[src/hw/jse_map.svh]
`ifndef JSE_MAP_SVH
`define JSE_MAP_SVH
// register byte offsets
`define JSE_OFF_CTRL      12'h000
`define JSE_OFF_STAT      12'h004
`define JSE_OFF_DBUS      12'h008
`define JSE_OFF_BSDATA    12'h00C
// control fields
`define JSE_CTRL_HOLD_REL 0
`define JSE_CTRL_ERASE    1
`define JSE_CTRL_PROT_PGM 2
// status fields
`define JSE_STAT_DONE     0
`define JSE_STAT_HOLD     1
`define JSE_STAT_PROT     2
`define JSE_STAT_BUSY     3
`define JSE_STAT_DENIED   4
// dbus request fields
`define JSE_DBUS_WRITE    0
`define JSE_DBUS_PAGEBUF  1
// tap instruction codes
`define JSE_IR_EXTEST     4'h0
`define JSE_IR_SAMPLE     4'h1
`define JSE_IR_IDCODE     4'hE
`define JSE_IR_BYPASS     4'hF
`define JSE_IR_LEN        4
`define JSE_BS_LEN        8
// erase phase lengths in core clocks; tms-high tck rises that put the tap in reset
`define JSE_ERASE_VOL_CYC   8'h10
`define JSE_ERASE_FLASH_CYC 8'h40
`define JSE_ERASE_PROT_CYC  8'h04
`define JSE_TMS_RESET_CNT   3'h5
`endif

[src/hw/jse_pkg.sv]
package jse_pkg;
  // tap states, one-hot
  typedef enum logic [15:0] {
    JSE_TLR = 16'h0001, JSE_RTI = 16'h0002, JSE_SDRS = 16'h0004, JSE_CDR = 16'h0008,
    JSE_SDR = 16'h0010, JSE_E1DR = 16'h0020, JSE_PDR = 16'h0040, JSE_E2DR = 16'h0080,
    JSE_UDR = 16'h0100, JSE_SIRS = 16'h0200, JSE_CIR = 16'h0400, JSE_SIR = 16'h0800,
    JSE_E1IR = 16'h1000, JSE_PIR = 16'h2000, JSE_E2IR = 16'h4000, JSE_UIR = 16'h8000
  } jse_tap_t;
  // erase sequence, one-hot
  typedef enum logic [3:0] {
    JSE_ER_IDLE = 4'h1, JSE_ER_VOL = 4'h2, JSE_ER_FLASH = 4'h4, JSE_ER_PROT = 4'h8
  } jse_erase_t;
  // synchronised link pins
  typedef struct packed {
    logic tck;
    logic tms;
    logic tdi;
  } jse_link_t;
  // state of the block apart from the tms reset counter
  typedef struct packed {
    jse_link_t  s1;
    jse_link_t  s2;
    logic [7:0] pin_s1;
    logic [7:0] pin_s2;
    logic       tck_d;
    logic       rst_s1;
    logic       rst_s2;
    logic       rst_d;
    logic       armed;
    logic       pins_on;
    jse_tap_t   tap;
    logic [3:0] ir_sh;
    logic [3:0] ir;
    logic [31:0] dr_sh;
    logic [7:0] bs_upd;
    logic       tdo;
    logic       tdo_en;
    logic       hold;
    logic       prot;
    logic       prot_pend;
    jse_erase_t er;
    logic [7:0] er_cnt;
    logic       done;
    logic       wipe_vol;
    logic       wipe_flash;
    logic       denied;
    logic       awv;
    logic [11:0] awa;
    logic       wv;
    logic [31:0] wd;
    logic       bv;
    logic       rv;
    logic [31:0] rd;
  } jse_state_t;
endpackage

[src/hw/jse_top.sv]
`timescale 1ns/100ps
`include "jse_map.svh"
module jse_top (
  input  wire logic        CORE_CLK_I,
  input  wire logic        NRST_I,
  input  wire logic        CLK_EN_I,
  input  wire logic        EXT_RST_N_I,
  input  wire logic        TCK_I,
  input  wire logic        TMS_I,
  input  wire logic        TDI_I,
  output logic             TDO_O,
  output logic             TDO_OE_N_O,
  input  wire logic [7:0]  PIN_IN_I,
  input  wire logic [7:0]  CORE_PIN_OUT_I,
  input  wire logic [7:0]  CORE_PIN_OE_N_I,
  output logic      [7:0]  PIN_OUT_O,
  output logic      [7:0]  PIN_OE_N_O,
  output logic             CORE_HOLD_O,
  output logic             WIPE_VOL_O,
  output logic             WIPE_FLASH_O,
  input  wire logic        PROT_PGM_I,
  output logic             PROT_O,
  output logic             DBUS_REQ_O,
  input  wire logic        S_AXI_AWVALID,
  output logic             S_AXI_AWREADY,
  input  wire logic [11:0] S_AXI_AWADDR,
  input  wire logic        S_AXI_WVALID,
  output logic             S_AXI_WREADY,
  input  wire logic [31:0] S_AXI_WDATA,
  input  wire logic [3:0]  S_AXI_WSTRB,
  output logic             S_AXI_BVALID,
  input  wire logic        S_AXI_BREADY,
  output logic [1:0]       S_AXI_BRESP,
  input  wire logic        S_AXI_ARVALID,
  output logic             S_AXI_ARREADY,
  input  wire logic [11:0] S_AXI_ARADDR,
  output logic             S_AXI_RVALID,
  input  wire logic        S_AXI_RREADY,
  output logic [31:0]      S_AXI_RDATA,
  output logic [1:0]       S_AXI_RRESP
);
  parameter logic [31:0] ID_CODE = 32'h0000_1001; // arbitrary identification value

  jse_pkg::jse_state_t q_ff, nxt_q;
  logic tck_rise, tck_fall, in_rst, extest, ar_ok, w_go, do_wr;
  logic [31:0] rdv;

  // refusal of a debug bus request: shared by the status flag and the request strobe
  function automatic logic dbus_refused(input logic        prot,
                                        input logic        hold,
                                        input logic [31:0] wd);
    return prot || (hold && wd[`JSE_DBUS_WRITE] && wd[`JSE_DBUS_PAGEBUF]);
  endfunction

  // pin drive: reset forces high impedance first, then extest latches, else core
  always_comb begin
    if (in_rst) begin
      PIN_OE_N_O = 8'hFF;
      PIN_OUT_O  = 8'h00;
    end else if (extest) begin
      PIN_OE_N_O = 8'h00;
      PIN_OUT_O  = q_ff.bs_upd;
    end else begin
      PIN_OE_N_O = CORE_PIN_OE_N_I;
      PIN_OUT_O  = CORE_PIN_OUT_I;
    end
  end

  assign in_rst       = !q_ff.rst_s2;
  assign extest       = (q_ff.ir == `JSE_IR_EXTEST) && q_ff.pins_on;
  assign tck_rise     = q_ff.s2.tck && !q_ff.tck_d;
  assign tck_fall     = !q_ff.s2.tck && q_ff.tck_d;
  assign TDO_O        = q_ff.tdo;
  assign TDO_OE_N_O   = !q_ff.tdo_en;
  assign CORE_HOLD_O  = q_ff.hold;
  assign WIPE_VOL_O   = q_ff.wipe_vol;
  assign WIPE_FLASH_O = q_ff.wipe_flash;
  assign PROT_O       = q_ff.prot;
  assign S_AXI_AWREADY = !q_ff.awv && !q_ff.bv;
  assign S_AXI_WREADY  = !q_ff.wv && !q_ff.bv;
  assign S_AXI_BVALID  = q_ff.bv;
  assign S_AXI_BRESP   = 2'h0;
  assign S_AXI_ARREADY = !q_ff.rv;
  assign S_AXI_RVALID  = q_ff.rv;
  assign S_AXI_RDATA   = q_ff.rd;
  assign S_AXI_RRESP   = 2'h0;
  assign ar_ok = S_AXI_ARVALID && !q_ff.rv;
  assign w_go  = q_ff.awv && q_ff.wv && !q_ff.bv;
  // debug bus request: refused while protected or page buffer write while held
  assign do_wr = w_go && (q_ff.awa == `JSE_OFF_DBUS);
  assign DBUS_REQ_O = do_wr && !dbus_refused(q_ff.prot, q_ff.hold, q_ff.wd);

  // read mux; hold release bit read back from state, erase bit reads as zero
  always_comb begin
    unique case (S_AXI_ARADDR)
      `JSE_OFF_CTRL:   rdv = {31'h0, !q_ff.hold};
      `JSE_OFF_STAT:   rdv = {27'h0, q_ff.denied, q_ff.er != jse_pkg::JSE_ER_IDLE,
                              q_ff.prot, q_ff.hold, q_ff.done};
      `JSE_OFF_BSDATA: rdv = {24'h0, q_ff.bs_upd};
      default:         rdv = 32'h0000_0000;
    endcase
  end

  // next state
  always_comb begin
    nxt_q = q_ff;
    // two-flop synchronisers for pins
    nxt_q.s1     = '{tck: TCK_I, tms: TMS_I, tdi: TDI_I};
    nxt_q.s2     = q_ff.s1;
    nxt_q.tck_d  = q_ff.s2.tck;
    nxt_q.rst_s1 = EXT_RST_N_I;
    nxt_q.rst_s2 = q_ff.rst_s1;
    nxt_q.rst_d  = q_ff.rst_s2;
    nxt_q.pin_s1 = PIN_IN_I;
    nxt_q.pin_s2 = q_ff.pin_s1;
    nxt_q.wipe_vol   = 1'b0;
    nxt_q.wipe_flash = 1'b0;
    // reset pin low: pins sleep, tap and protection reload
    if (in_rst) begin
      nxt_q.armed   = 1'b0;
      nxt_q.pins_on = 1'b0;
      nxt_q.tap     = jse_pkg::JSE_TLR;
      nxt_q.ir      = `JSE_IR_IDCODE;
      nxt_q.prot    = q_ff.prot_pend;
      nxt_q.tdo_en  = 1'b0;
    end
    // release edge: tck level decides core hold
    if (q_ff.rst_s2 && !q_ff.rst_d) begin
      nxt_q.armed = 1'b1;
      nxt_q.hold  = !q_ff.s2.tck;
    end
    if (q_ff.armed && tck_fall)
      nxt_q.pins_on = 1'b1;
    // tap on tck rising edge; a reset pin low in the same cycle wins over the edge
    if (q_ff.pins_on && tck_rise && !in_rst) begin
      unique case (q_ff.tap)
        jse_pkg::JSE_TLR:  nxt_q.tap = q_ff.s2.tms ? jse_pkg::JSE_TLR  : jse_pkg::JSE_RTI;
        jse_pkg::JSE_RTI:  nxt_q.tap = q_ff.s2.tms ? jse_pkg::JSE_SDRS : jse_pkg::JSE_RTI;
        jse_pkg::JSE_SDRS: nxt_q.tap = q_ff.s2.tms ? jse_pkg::JSE_SIRS : jse_pkg::JSE_CDR;
        jse_pkg::JSE_CDR:  nxt_q.tap = q_ff.s2.tms ? jse_pkg::JSE_E1DR : jse_pkg::JSE_SDR;
        jse_pkg::JSE_SDR:  nxt_q.tap = q_ff.s2.tms ? jse_pkg::JSE_E1DR : jse_pkg::JSE_SDR;
        jse_pkg::JSE_E1DR: nxt_q.tap = q_ff.s2.tms ? jse_pkg::JSE_UDR  : jse_pkg::JSE_PDR;
        jse_pkg::JSE_PDR:  nxt_q.tap = q_ff.s2.tms ? jse_pkg::JSE_E2DR : jse_pkg::JSE_PDR;
        jse_pkg::JSE_E2DR: nxt_q.tap = q_ff.s2.tms ? jse_pkg::JSE_UDR  : jse_pkg::JSE_SDR;
        jse_pkg::JSE_UDR:  nxt_q.tap = q_ff.s2.tms ? jse_pkg::JSE_SDRS : jse_pkg::JSE_RTI;
        jse_pkg::JSE_SIRS: nxt_q.tap = q_ff.s2.tms ? jse_pkg::JSE_TLR  : jse_pkg::JSE_CIR;
        jse_pkg::JSE_CIR:  nxt_q.tap = q_ff.s2.tms ? jse_pkg::JSE_E1IR : jse_pkg::JSE_SIR;
        jse_pkg::JSE_SIR:  nxt_q.tap = q_ff.s2.tms ? jse_pkg::JSE_E1IR : jse_pkg::JSE_SIR;
        jse_pkg::JSE_E1IR: nxt_q.tap = q_ff.s2.tms ? jse_pkg::JSE_UIR  : jse_pkg::JSE_PIR;
        jse_pkg::JSE_PIR:  nxt_q.tap = q_ff.s2.tms ? jse_pkg::JSE_E2IR : jse_pkg::JSE_PIR;
        jse_pkg::JSE_E2IR: nxt_q.tap = q_ff.s2.tms ? jse_pkg::JSE_UIR  : jse_pkg::JSE_SIR;
        jse_pkg::JSE_UIR:  nxt_q.tap = q_ff.s2.tms ? jse_pkg::JSE_SDRS : jse_pkg::JSE_RTI;
        default:           nxt_q.tap = jse_pkg::JSE_TLR;
      endcase
      // register actions; exit and pause states fall through untouched
      unique case (q_ff.tap)
        jse_pkg::JSE_TLR: nxt_q.ir = `JSE_IR_IDCODE;
        jse_pkg::JSE_CIR: nxt_q.ir_sh = 4'h1;
        jse_pkg::JSE_SIR: nxt_q.ir_sh = {q_ff.s2.tdi, q_ff.ir_sh[3:1]};
        jse_pkg::JSE_UIR: nxt_q.ir = q_ff.ir_sh;
        jse_pkg::JSE_CDR: begin
          unique case (q_ff.ir)
            `JSE_IR_IDCODE: nxt_q.dr_sh = ID_CODE;
            `JSE_IR_EXTEST,
            `JSE_IR_SAMPLE: nxt_q.dr_sh = {24'h0, q_ff.pin_s2};
            default:        nxt_q.dr_sh = 32'h0;
          endcase
        end
        jse_pkg::JSE_SDR: begin
          unique case (q_ff.ir)
            `JSE_IR_IDCODE: nxt_q.dr_sh = {q_ff.s2.tdi, q_ff.dr_sh[31:1]};
            `JSE_IR_EXTEST,
            `JSE_IR_SAMPLE: nxt_q.dr_sh = {24'h0, q_ff.s2.tdi, q_ff.dr_sh[7:1]};
            default:        nxt_q.dr_sh = {31'h0, q_ff.s2.tdi};
          endcase
        end
        jse_pkg::JSE_UDR:
          if (q_ff.ir == `JSE_IR_EXTEST || q_ff.ir == `JSE_IR_SAMPLE)
            nxt_q.bs_upd = q_ff.dr_sh[7:0];
        default: ;
      endcase
    end
    // tdo on tck falling edge, only in shift states
    if (q_ff.pins_on && tck_fall && !in_rst) begin
      nxt_q.tdo_en = (q_ff.tap == jse_pkg::JSE_SIR) || (q_ff.tap == jse_pkg::JSE_SDR);
      nxt_q.tdo    = (q_ff.tap == jse_pkg::JSE_SIR) ? q_ff.ir_sh[0] : q_ff.dr_sh[0];
    end
    // axi write channel capture
    if (S_AXI_AWVALID && S_AXI_AWREADY) begin
      nxt_q.awv = 1'b1;
      nxt_q.awa = S_AXI_AWADDR;
    end
    if (S_AXI_WVALID && S_AXI_WREADY) begin
      nxt_q.wv = 1'b1;
      nxt_q.wd = S_AXI_WDATA;
    end
    if (w_go) begin
      nxt_q.awv = 1'b0;
      nxt_q.wv  = 1'b0;
      nxt_q.bv  = 1'b1;
      if (q_ff.awa == `JSE_OFF_CTRL) begin
        if (q_ff.wd[`JSE_CTRL_HOLD_REL] && !q_ff.prot && !(q_ff.rst_s2 && !q_ff.rst_d))
          nxt_q.hold = 1'b0;
        if (q_ff.wd[`JSE_CTRL_ERASE] && q_ff.er == jse_pkg::JSE_ER_IDLE) begin
          nxt_q.er     = jse_pkg::JSE_ER_VOL;
          nxt_q.er_cnt = `JSE_ERASE_VOL_CYC;
          nxt_q.done   = 1'b0;
        end
      end
    end
    if (do_wr)
      nxt_q.denied = dbus_refused(q_ff.prot, q_ff.hold, q_ff.wd);
    if (PROT_PGM_I)
      nxt_q.prot_pend = 1'b1;
    if (q_ff.bv && S_AXI_BREADY)
      nxt_q.bv = 1'b0;
    // axi read
    if (ar_ok) begin
      nxt_q.rv = 1'b1;
      nxt_q.rd = rdv;
    end else if (q_ff.rv && S_AXI_RREADY)
      nxt_q.rv = 1'b0;
    // erase sequence: volatile, flash, protection
    if (q_ff.er != jse_pkg::JSE_ER_IDLE) begin
      nxt_q.er_cnt = q_ff.er_cnt - 8'h01;
      nxt_q.wipe_vol   = (q_ff.er == jse_pkg::JSE_ER_VOL);
      nxt_q.wipe_flash = (q_ff.er == jse_pkg::JSE_ER_FLASH); // user page never touched
      if (q_ff.er_cnt == 8'h01) begin
        unique case (q_ff.er)
          jse_pkg::JSE_ER_VOL: begin
            nxt_q.er     = jse_pkg::JSE_ER_FLASH;
            nxt_q.er_cnt = `JSE_ERASE_FLASH_CYC;
          end
          jse_pkg::JSE_ER_FLASH: begin
            nxt_q.er     = jse_pkg::JSE_ER_PROT;
            nxt_q.er_cnt = `JSE_ERASE_PROT_CYC;
          end
          default: begin
            nxt_q.er        = jse_pkg::JSE_ER_IDLE;
            nxt_q.prot      = 1'b0;
            // a program landing in the same cycle still wins over the wipe
            nxt_q.prot_pend = PROT_PGM_I;
            nxt_q.done = 1'b1;
          end
        endcase
      end
    end
  end

  // one register for all block state but the tms counter; clock enable freezes both
  always_ff @(posedge CORE_CLK_I) begin
    if (!NRST_I) begin
      q_ff     <= '0;
      q_ff.tap <= jse_pkg::JSE_TLR;
      q_ff.ir  <= `JSE_IR_IDCODE;
      q_ff.er  <= jse_pkg::JSE_ER_IDLE;
      q_ff.hold <= 1'b1;
    end else if (CLK_EN_I) begin
      q_ff <= nxt_q;
    end
  end

  // five tms-high tck rises counted for reaching reset from anywhere
  logic [2:0] tms_cnt_ff;
  always_ff @(posedge CORE_CLK_I) begin
    if (!NRST_I)
      tms_cnt_ff <= 3'h0;
    else if (CLK_EN_I && tck_rise && q_ff.pins_on)
      tms_cnt_ff <= !q_ff.s2.tms ? 3'h0 :
                    (tms_cnt_ff == `JSE_TMS_RESET_CNT) ? tms_cnt_ff : tms_cnt_ff + 3'h1;
  end

  chk_tms_reset: assert property (@(posedge CORE_CLK_I) disable iff (!NRST_I)
    (tms_cnt_ff == `JSE_TMS_RESET_CNT) && CLK_EN_I |-> q_ff.tap == jse_pkg::JSE_TLR)
    else $error("tap not in reset after five tms highs");
  // guards: the reset pin seen by the first flop must float the pins one cycle later
  chk_pin_hiz: assert property (@(posedge CORE_CLK_I) disable iff (!NRST_I)
    CLK_EN_I && !q_ff.rst_s1 |=> PIN_OE_N_O == 8'hFF) else $error("pins driven during reset");
  chk_ir_update: assert property (@(posedge CORE_CLK_I) disable iff (!NRST_I)
    CLK_EN_I && q_ff.pins_on && tck_rise && q_ff.tap == jse_pkg::JSE_UIR && q_ff.rst_s2
    |=> q_ff.ir == $past(q_ff.ir_sh)) else $error("ir not updated");
  chk_ir_stable: assert property (@(posedge CORE_CLK_I) disable iff (!NRST_I)
    CLK_EN_I && q_ff.rst_s2 && q_ff.tap != jse_pkg::JSE_UIR && q_ff.tap != jse_pkg::JSE_TLR
    |=> $stable(q_ff.ir)) else $error("ir changed outside update");
  chk_bs_stable: assert property (@(posedge CORE_CLK_I) disable iff (!NRST_I)
    q_ff.tap != jse_pkg::JSE_UDR |=> $stable(q_ff.bs_upd)) else $error("latch moved");
  chk_tdo_quiet: assert property (@(posedge CORE_CLK_I) disable iff (!NRST_I)
    q_ff.tdo_en |-> !q_ff.rst_d || !q_ff.rst_s2 ||
    q_ff.tap inside {jse_pkg::JSE_SIR, jse_pkg::JSE_SDR, jse_pkg::JSE_E1IR,
    jse_pkg::JSE_E1DR}) else $error("tdo driven outside shift");
  chk_hold_strap: assert property (@(posedge CORE_CLK_I) disable iff (!NRST_I)
    CLK_EN_I && q_ff.rst_s2 && !q_ff.rst_d |=> q_ff.hold == !$past(q_ff.s2.tck))
    else $error("hold strap wrong");
  chk_erase_done: assert property (@(posedge CORE_CLK_I) disable iff (!NRST_I)
    $rose(q_ff.done) |-> !q_ff.prot && $past(q_ff.er) == jse_pkg::JSE_ER_PROT)
    else $error("done without erase");
  chk_prot_deny: assert property (@(posedge CORE_CLK_I) disable iff (!NRST_I)
    CLK_EN_I && do_wr && q_ff.prot |=> q_ff.denied) else $error("protected access allowed");
  chk_dbus_gate: assert property (@(posedge CORE_CLK_I) disable iff (!NRST_I)
    do_wr && q_ff.hold && q_ff.wd[`JSE_DBUS_WRITE] && q_ff.wd[`JSE_DBUS_PAGEBUF]
    |-> !DBUS_REQ_O) else $error("page buffer write passed while held");
  chk_wipe_order: assert property (@(posedge CORE_CLK_I) disable iff (!NRST_I)
    CLK_EN_I && $fell(q_ff.wipe_vol) |-> q_ff.wipe_flash && !q_ff.done)
    else $error("flash wipe did not follow volatile wipe");
  chk_pins_asleep: assert property (@(posedge CORE_CLK_I) disable iff (!NRST_I)
    !q_ff.pins_on |-> q_ff.tap == jse_pkg::JSE_TLR) else $error("tap moved while pins asleep");
  chk_tdo_shift: assert property (@(posedge CORE_CLK_I) disable iff (!NRST_I)
    CLK_EN_I && q_ff.pins_on && tck_fall && !in_rst && q_ff.tap == jse_pkg::JSE_SDR
    |=> TDO_O == $past(q_ff.dr_sh[0])) else $error("tdo not the next data bit");
  chk_idcode_tlr: assert property (@(posedge CORE_CLK_I) disable iff (!NRST_I)
    CLK_EN_I && q_ff.pins_on && tck_rise && !in_rst && q_ff.tap == jse_pkg::JSE_TLR
    |=> q_ff.ir == `JSE_IR_IDCODE) else $error("idcode not default after tap reset");

  // main scenarios that the bench is expected to reach
  cov_ir_scan: cover property (@(posedge CORE_CLK_I) q_ff.tap == jse_pkg::JSE_UIR);
  cov_extest: cover property (@(posedge CORE_CLK_I) extest && !in_rst);
  cov_erase: cover property (@(posedge CORE_CLK_I) $rose(q_ff.done));
  cov_dr_bypass: cover property (@(posedge CORE_CLK_I)
    q_ff.tap == jse_pkg::JSE_UDR && q_ff.ir == `JSE_IR_BYPASS);
endmodule // jse_top

[config.mk]
export PLATFORM = sky130hd
export DESIGN_NAME = jse_top
export DESIGN_NICKNAME = d
export VERILOG_FILES = /design/src/hw/jse_pkg.sv /design/src/hw/jse_top.sv
export VERILOG_INCLUDE_DIRS = /design/src /design/src/hw
export SDC_FILE = /design/constraint.sdc
export NUM_CORES = 1
export LEC_CHECK = 0
export BUFFER_PORTS_ARGS = -buffer_cell sky130_fd_sc_hd__buf_2
export CORE_ASPECT_RATIO = 2
export CORE_MARGIN = 8
export CORE_UTILIZATION = 25
export DETAILED_ROUTE_END_ITERATION = 16
export GPL_TIMING_DRIVEN = 0
export PLACE_DENSITY = 0.53
export SYNTH_ARGS = -nofsm -noshare
export SYNTH_HDL_FRONTEND = slang
export SYNTH_SLANG_ARGS = --single-unit
export TNS_END_PERCENT = 50
[constraint.sdc]
create_clock -name CORE_CLK_I -period 5.8 [get_ports CORE_CLK_I]
set_clock_uncertainty 0.15 [all_clocks]
set_input_delay 0.58 -clock CORE_CLK_I [delete_from_list [all_inputs] [get_ports CORE_CLK_I]]
set_output_delay 0.58 -clock CORE_CLK_I [all_outputs]
set_load 0.02 [all_outputs]
==> key figures, run 1 <==
Setup path
  – Reg2reg end: q_ff[111]
  – Reg-to-Reg Start: q_ff[162]
  – Crit. End Element: output port
  – Crit-path slowest cell: nor3_1
  – R2R setup slack: 3220 ps
  – CP arrival: 2650 ps
  – CP required: 5070 ps
  – CP peak stage delay: 710 ps
  – CP Cell Sequence: nor3_1 -> nand3_1 -> clkbuf_1 -> nand2_1 -> a21boi_0 -> buf_2
  – CP startpoint kind: register
  – WS Path Type: register to output port
  – Critical-path maximum fanout: 10
  – Worst R2R Path Depth: 7

Timing
  – Final Hold Fails: 0
  – Setup violators final: 0
  – Final TNS setup: 0 ps
  – Period minus WS final: 3380 ps
  – Worst-margin pin slew: 1200 ps
  – Slew headroom: 19.6%
  – Final period utilization: 58.2%
  – Slew Limit Fails: 0
  – Fmax: 296 MHz
  – Unrepaired setup endpoints after global routing: no

Yosys
  – Async SR Flop Fraction: 0%
  – Mux contribution to synthesized area: 6.36%
  – Synth Instances: 809
  – Post-Syn Area: 6960 um^2
  – EDFF count, synth: 0
  – Most used DFF post-synth: dfxtp_1
  – Compound-Gate Fraction of Synth Area: 15.1%
  – Seq/Total Area, Yosys: 40.0%
  – Synth Area per Inst: 8.60 um^2
  – Post-synthesis xor/xnor area fraction: 1.64%
  – Synth warn: 0
  – Post-Synth Adder-Cell Area: 0.360%
  – Main combinational cell family by area after synthesis: simple AND/OR/NAND/NOR gates
  – Count of different cell masters after synthesis: 67
  – Synth Register Bits: 139
  – Simple-Gate Fraction of Synth Area: 28.6%

Global routing
  – GRT overflow: 0
  – Initial antenna violation count: 0
  – Pin count of the biggest net entering global routing: 17
  – Via count of the first global-routing pass: 6249
  – GR Util All Layers: 12.5%
  – First-pass GRT wire length: 33.1 mm

Route
  – Iter 0 DRT Violations: 295
  – Remaining DRCs: 0
  – First-pass detailed-route iteration total: 4
  – Final wirelength: 21.0 mm
  – Routed WL per cell: 15.9 um
  – Vias/cell: 4.65
  – Routed Antenna Nets: 0
  – DR vias: 6120

Job
  – Max-cap violations: 0

Pwr
  – Max IR drop VDD: 0.000164 V
  – Combinational share of power: 7.4%
  – Sw Ratio: 24.2%
  – Leakage Power: 3.42 nW
  – Internal: 0.00172 W
  – Clk pwr share: 49.2%
  – PD cells: 264 nW/um^2
  – Part of the power in registers: 43.5%
  – Sw Pwr: 0.000549 W

Hold path
  – Hold path endpoint: q_ff[71]
  – Hold WC Path Type: primary input to register
  – Hold Path Origin: S_AXI_AWADDR[4]
  – Hold Path Stages: 3

CTS
  – Root buf cell: clkbuf_16
  – TritonCTS clock tree: built
  – Reg clk slew, reported paths: 60 ps
  – Postcts setup bufs: 0
  – Worst-skew pair later-pin latency: 430 ps
  – CTS sink count: 139
  – CTS H-tree depth: 4
  – Bufs on Longest Clock Path: 2
  – CTS-repair resized insts: 0
  – Cts hold-fix bufs: 0
  – Num CTS Buffers: 17

Finish
  – Synth-to-layout area growth: 23.3%
  – Share of cells above drive strength 1: 20.6%
  – Nets: 1050
  – # diodes: 0
  – Fillers: 2950
  – Cell area after layout: 8580 um^2

Outcome
  – Outcome: completed

Floorplan
  – Starting Density: 25.4%
  – Chip Height: 252 um
  – Cell Rows: 86
  – DIE AREA: 33800 um^2
  – Chip Width: 134 um
  – Ports: 161
  – Core area: 27400 um^2

Placed design
  – RePlAce Congestion: 0.829
  – Detailed placement HPWL: 16.6 mm
  – Port Buffers: 96
  – Post-DP Area: 7980 um^2
## stage by stage
| stage | utilization [%] | std cells | setup slack (ps) | total power [W] | hold WS, ps |
|---|---|---|---|---|---|
| CTS | 31.3 | 1315 | 2330 | 0.00229 | 230 |
| global placement | 29.1 | 1284 | 2800 | 0.00117 | 289 |
| finish | 31.3 | 1315 | 2420 | 0.00226 | 247 |
| global route | 31.3 | 1315 | 2230 | 0.00235 | 235 |
| floorplan | - | 836 | 3340 | 0.00111 | 281 |
| detailed placement | 29.1 | 1284 | 2800 | 0.00117 | 294 |
## layout by cell type, fill, tap and decap left out, drive strengths merged, types with 4 or more instances in the layout
cell and count:
a21boi 60, a21oi 21, a221oi 8, a22oi 13, a31oi 5, and3 4, and4 4, buf 146
clkbuf 54, clkinv 6, conb 28, dfxtp 139, inv 17, mux2i 42, nand2 117, nand2b 4
nand3 39, nand3b 5, nand4 12, nor2 39, nor2b 62, nor3 18, nor3b 9, nor4 16
nor4b 10, o211ai 4, o21ai 18, or4 5, xnor2 5, xor2 8
## flip-flops by register name, summed over array words and instances (netlist names)
register      flops
S_AXI_BVALID      1
PROT_O            1
nxt_q            14
S_AXI_RDATA       8
S_AXI_RVALID      1
WIPE_FLASH_O      1
WIPE_VOL_O        1
TDO_O             1
q_ff            110
CORE_HOLD_O       1
## area by class of cell
cell class                 count  area [um^2]  share of cell area [%]
buffer                        87          494                    5.76
inverter                      15         56.3                   0.656
timing repair buffer          96          480                    5.60
tap                          352          440                    5.13
clock buffer                  17          425                    4.96
sequential                   139         2780                    32.4
multi-input combinational    595         3730                    43.5
clock inverter                14          171                    2.00
## worst max-delay path, delay by kind of cell, from the launching register on
kind | cells | cell delay, ps
AO/OA/AOI/OAI | 1 | 80
buffers and inverters | 2 | 500
flip-flops | 1 | 330
AND/OR/NAND/NOR | 3 | 1310
## power by group through the flow
stage	Sequential [W]	Combinational, W	Clock (W)
floorplan	0.00100	0.000112	0
global placement	0.00101	0.000167	0
detailed placement	0.00101	0.000168	0
CTS	0.000984	0.000169	0.00114
global route	0.000986	0.000184	0.00118
finish	0.000984	0.000167	0.00111
## routing by layer
layer | GRT usage (%) | vias up | part of all wire [%]
li1 | - | 3061 | -
met1 | 11.2 | 2856 | 35
met2 | 24.4 | 167 | 56
met3 | 3.13 | 36 | 5.0
met4 | 7.23 | 0 | 3.6
met5 | 0 | - | 0
## cell usage after synthesis (3+ instances only)
cell type,number,share of area [%]
nor2_1,38,2.0
mux2i_1,42,6.0
nand3_1,39,2.8
a31oi_1,4,0.36
a31o_2,3,0.38
dfxtp_1,139,40
o21ai_0,17,1.2
nand2b_1,4,0.36
nor4_4,5,1.5
or4_1,5,0.54
nor4_1,9,0.81
nor3_1,18,1.3
nor2b_1,62,5.6
a21boi_0,38,4.1
and3_1,4,0.36
buf_2,7,0.50
nor3b_1,8,0.86
clkbuf_1,36,1.9
buf_4,40,4.3
nor4b_1,9,1.1
o22a_1,3,0.38
xnor2_1,5,0.63
nand4_1,10,0.90
a21oi_1,21,1.5
xor2_1,8,1.0
a221oi_1,8,1.0
a22oi_1,13,1.4
nand3b_1,5,0.54
inv_1,15,0.81
a21boi_1,22,2.4
o211ai_1,4,0.43
nand2_1,117,6.3
o22ai_1,3,0.27
nand4b_1,3,0.38
and4_1,4,0.50
## how the worst max path moves through the flow
stage                         start           end  cells past startpoint
after CTS                 q_ff[142]  PIN_OUT_O[6]                      6
after global placement    q_ff[142]  PIN_OUT_O[5]                      6
after detailed placement  q_ff[142]  PIN_OUT_O[6]                      6
after global routing      q_ff[142]  PIN_OUT_O[5]                      6
after floorplan           q_ff[142]  PIN_OUT_O[0]                      5
final                     q_ff[142]  PIN_OUT_O[6]                      6
## cells by family (layout without fill, tap and decap cells)
kind of cell | after synthesis | after routing
AO/OA/AOI/OAI | 150 | 150
XOR/XNOR | 13 | 13
adder cells (fa/ha/maj) | 2 | 2
buffers and inverters | 102 | 229
flip-flops | 139 | 139
multiplexers | 44 | 44
other | 1 | 28
AND/OR/NAND/NOR | 358 | 358
No activity file was read; power rests on OpenSTA's default activity.
==> run 2, diff against run 1 <==
Clock period 5.8 ns to 3.3 ns, I/O delays scaled along.
==> key figures, run 2 (synthesis results as in run 1) <==
Setup path
  – CP Cell Sequence: nor3_2 -> nand3_1 -> clkbuf_1 -> nand2_1 -> a21boi_0 -> buf_2
  – WP buf/inv: 2
  – WS Path Type: register to output port
  – CP required: 2820 ps
  – CP arrival: 2320 ps
  – CP delay by family, top: simple AND/OR/NAND/NOR gates
  – Crit-path slowest cell: nor3_2
  – Crit. End Element: output port
  – CP startpoint kind: register
  – Critical-path maximum fanout: 10
  – CP peak stage delay: 460 ps

Finish
  – Most common cell after layout, fill and taps aside: dfxtp_1
  – Synth-to-layout area growth: 24.6%
  – Largest Register: q_ff
  – Flip-flop and latch area: 2780 um^2
  – Commonest cells after routing, fill and taps aside: 139 x dfxtp_1, 117 x nand2_1, 103 x buf_2, 62 x nor2b_1, 42 x mux2i_1
  – Nets: 1059
  – Layout Cells excl Fill: 1324
  – Fillers: 2945
  – # diodes: 0
  – Share of cells above drive strength 1: 20.5%
  – Area of the multi-input gates: 3730 um^2
  – Largest register FFs: 110

Route
  – Metal-1 WL: 7.44 mm
  – First-pass detailed-route iteration total: 6
  – Final wirelength: 21.0 mm
  – Routed Antenna Nets: 0
  – Iter 0 DRT Violations: 270
  – Vias/cell: 4.64
  – Top Metal Used: met4
  – Routed WL per cell: 15.8 um
  – DR vias: 6141
  – Met3 WL post-DR: 1.04 mm
  – Remaining DRCs: 0
  – DR WL met2: 11.8 mm

Pwr
  – Sw Ratio: 24.1%
  – Combinational share of power: 7.6%
  – Sw Pwr: 0.000961 W
  – Part of the power in registers: 43.4%
  – Clk pwr share: 49.0%
  – Pwr Total: 0.00398 W
  – Max IR drop VDD: 0.000285 V
  – PD cells: 459 nW/um^2
  – Internal: 0.00302 W
  – Leakage Power: 3.45 nW

Floorplan
  – Ports: 161
  – Core area: 27400 um^2
  – Cell Rows: 86
  – Chip Height: 252 um
  – DIE AREA: 33800 um^2
  – Starting Density: 25.4%
  – Chip Width: 134 um

CTS
  – Root buf cell: clkbuf_16
  – CTS sink count: 139
  – Num CTS Buffers: 17
  – Worst-skew pair later-pin latency: 430 ps
  – CTS H-tree depth: 4
  – TritonCTS clock tree: built
  – Reg clk slew, reported paths: 60 ps
  – Bufs on Longest Clock Path: 2

Timing
  – Hold WS: 19.1 ps
  – Final TNS setup: 0 ps
  – Slew Limit Fails: 0
  – Setup violators final: 0
  – Final period utilization: 85.0%
  – Fmax: 357 MHz
  – Slew headroom: 19.2%
  – Worst-margin pin slew: 1210 ps
  – Period minus WS final: 2800 ps
  – Final Hold Fails: 0
  – Unrepaired setup endpoints after global routing: no

Outcome
  – Outcome: completed

Global routing
  – Via count of the first global-routing pass: 6302
  – Pin count of the biggest net entering global routing: 17
  – First-pass GRT wire length: 33.3 mm
  – Initial antenna violation count: 0
  – GRT overflow: 0
  – GR Util All Layers: 12.5%

Placed design
  – Detailed placement HPWL: 16.6 mm
  – RePlAce Congestion: 0.829
  – Port Buffers: 96
  – Placed Cells: 1284

Hold path
  – Hold WC Path Type: primary input to register

Job
  – Max-cap violations: 0
==> run 2: cell types whose count changed in the layout (fill, tap and decap cells not counted) <==
cell           delta
dlygate4sd3_1     +9
nor3_1            -1
nor3_2            +1
==> run 2: per-layer routing <==
| metal | up-vias | track usage (%) |
|---|---|---|
| met5 | - | 0 |
| met4 | 0 | 7.52 |
| met3 | 33 | 3.21 |
| met2 | 167 | 24.3 |
| met1 | 2861 | 11.2 |
| li1 | 3080 | - |
==> run 2: worst paths after layout <==
kind | slack [ps] | start | end | cells after the start
max reg2reg | 730 | q_ff[92] | q_ff[86] | 5
min | 20 | S_AXI_AWADDR[1] | q_ff[68] | 3
max | 500 | q_ff[142] | PIN_OUT_O[6] | 6
min reg2reg | 300 | q_ff[124] | q_ff[124] | 2
==> run 2: power by group through the flow <==
stage | Sequential (W) | Clock, W | Combinational, W
global route | 0.00173 | 0.00207 | 0.000332
floorplan | 0.00176 | 0 | 0.000196
global placement | 0.00177 | 0 | 0.000293
CTS | 0.00173 | 0.00200 | 0.000305
detailed placement | 0.00177 | 0 | 0.000296
finish | 0.00173 | 0.00195 | 0.000301
==> run 2: layout make-up <==
cell class / instances / share of cell area (%)
Tap cell: 352 / 5.08
Timing Repair Buffer: 105 / 6.58
Clock inverter: 14 / 1.98
Multi-Input combinational cell: 595 / 43.0
Clock buffer: 17 / 4.90
Buffer: 87 / 5.70
Sequential cell: 139 / 32.1
Inverter: 15 / 0.649
==> run 2: through the flow <==
stage / cell area [um^2] / setup slack, ps / util, %
2_1_floorplan: 7060 / 1090 / -
3_3_place_gp: 7980 / 551 / 29.1
3_5_place_dp: 7980 / 551 / 29.1
4_1_cts: 8670 / 78.6 / 31.6
5_1_grt: 8670 / 306 / 31.6
6_report: 8670 / 495 / 31.6
==> run 2: worst min-delay path, cell delays in order <==
cell,delay (ps)
buf_2,100
nand2_1,40
a21boi_0,70
==> run 2: what timing repair did <==
| item | CTS | global route |
|---|---|---|
| hold buffers | 9 | 0 |
| gates resized for setup | 0 | 1 |
| endpoints found under the hold margin | 9 | 0 |
| setup endpoints to repair | 0 | 5 |
| setup buffers | 0 | 0 |
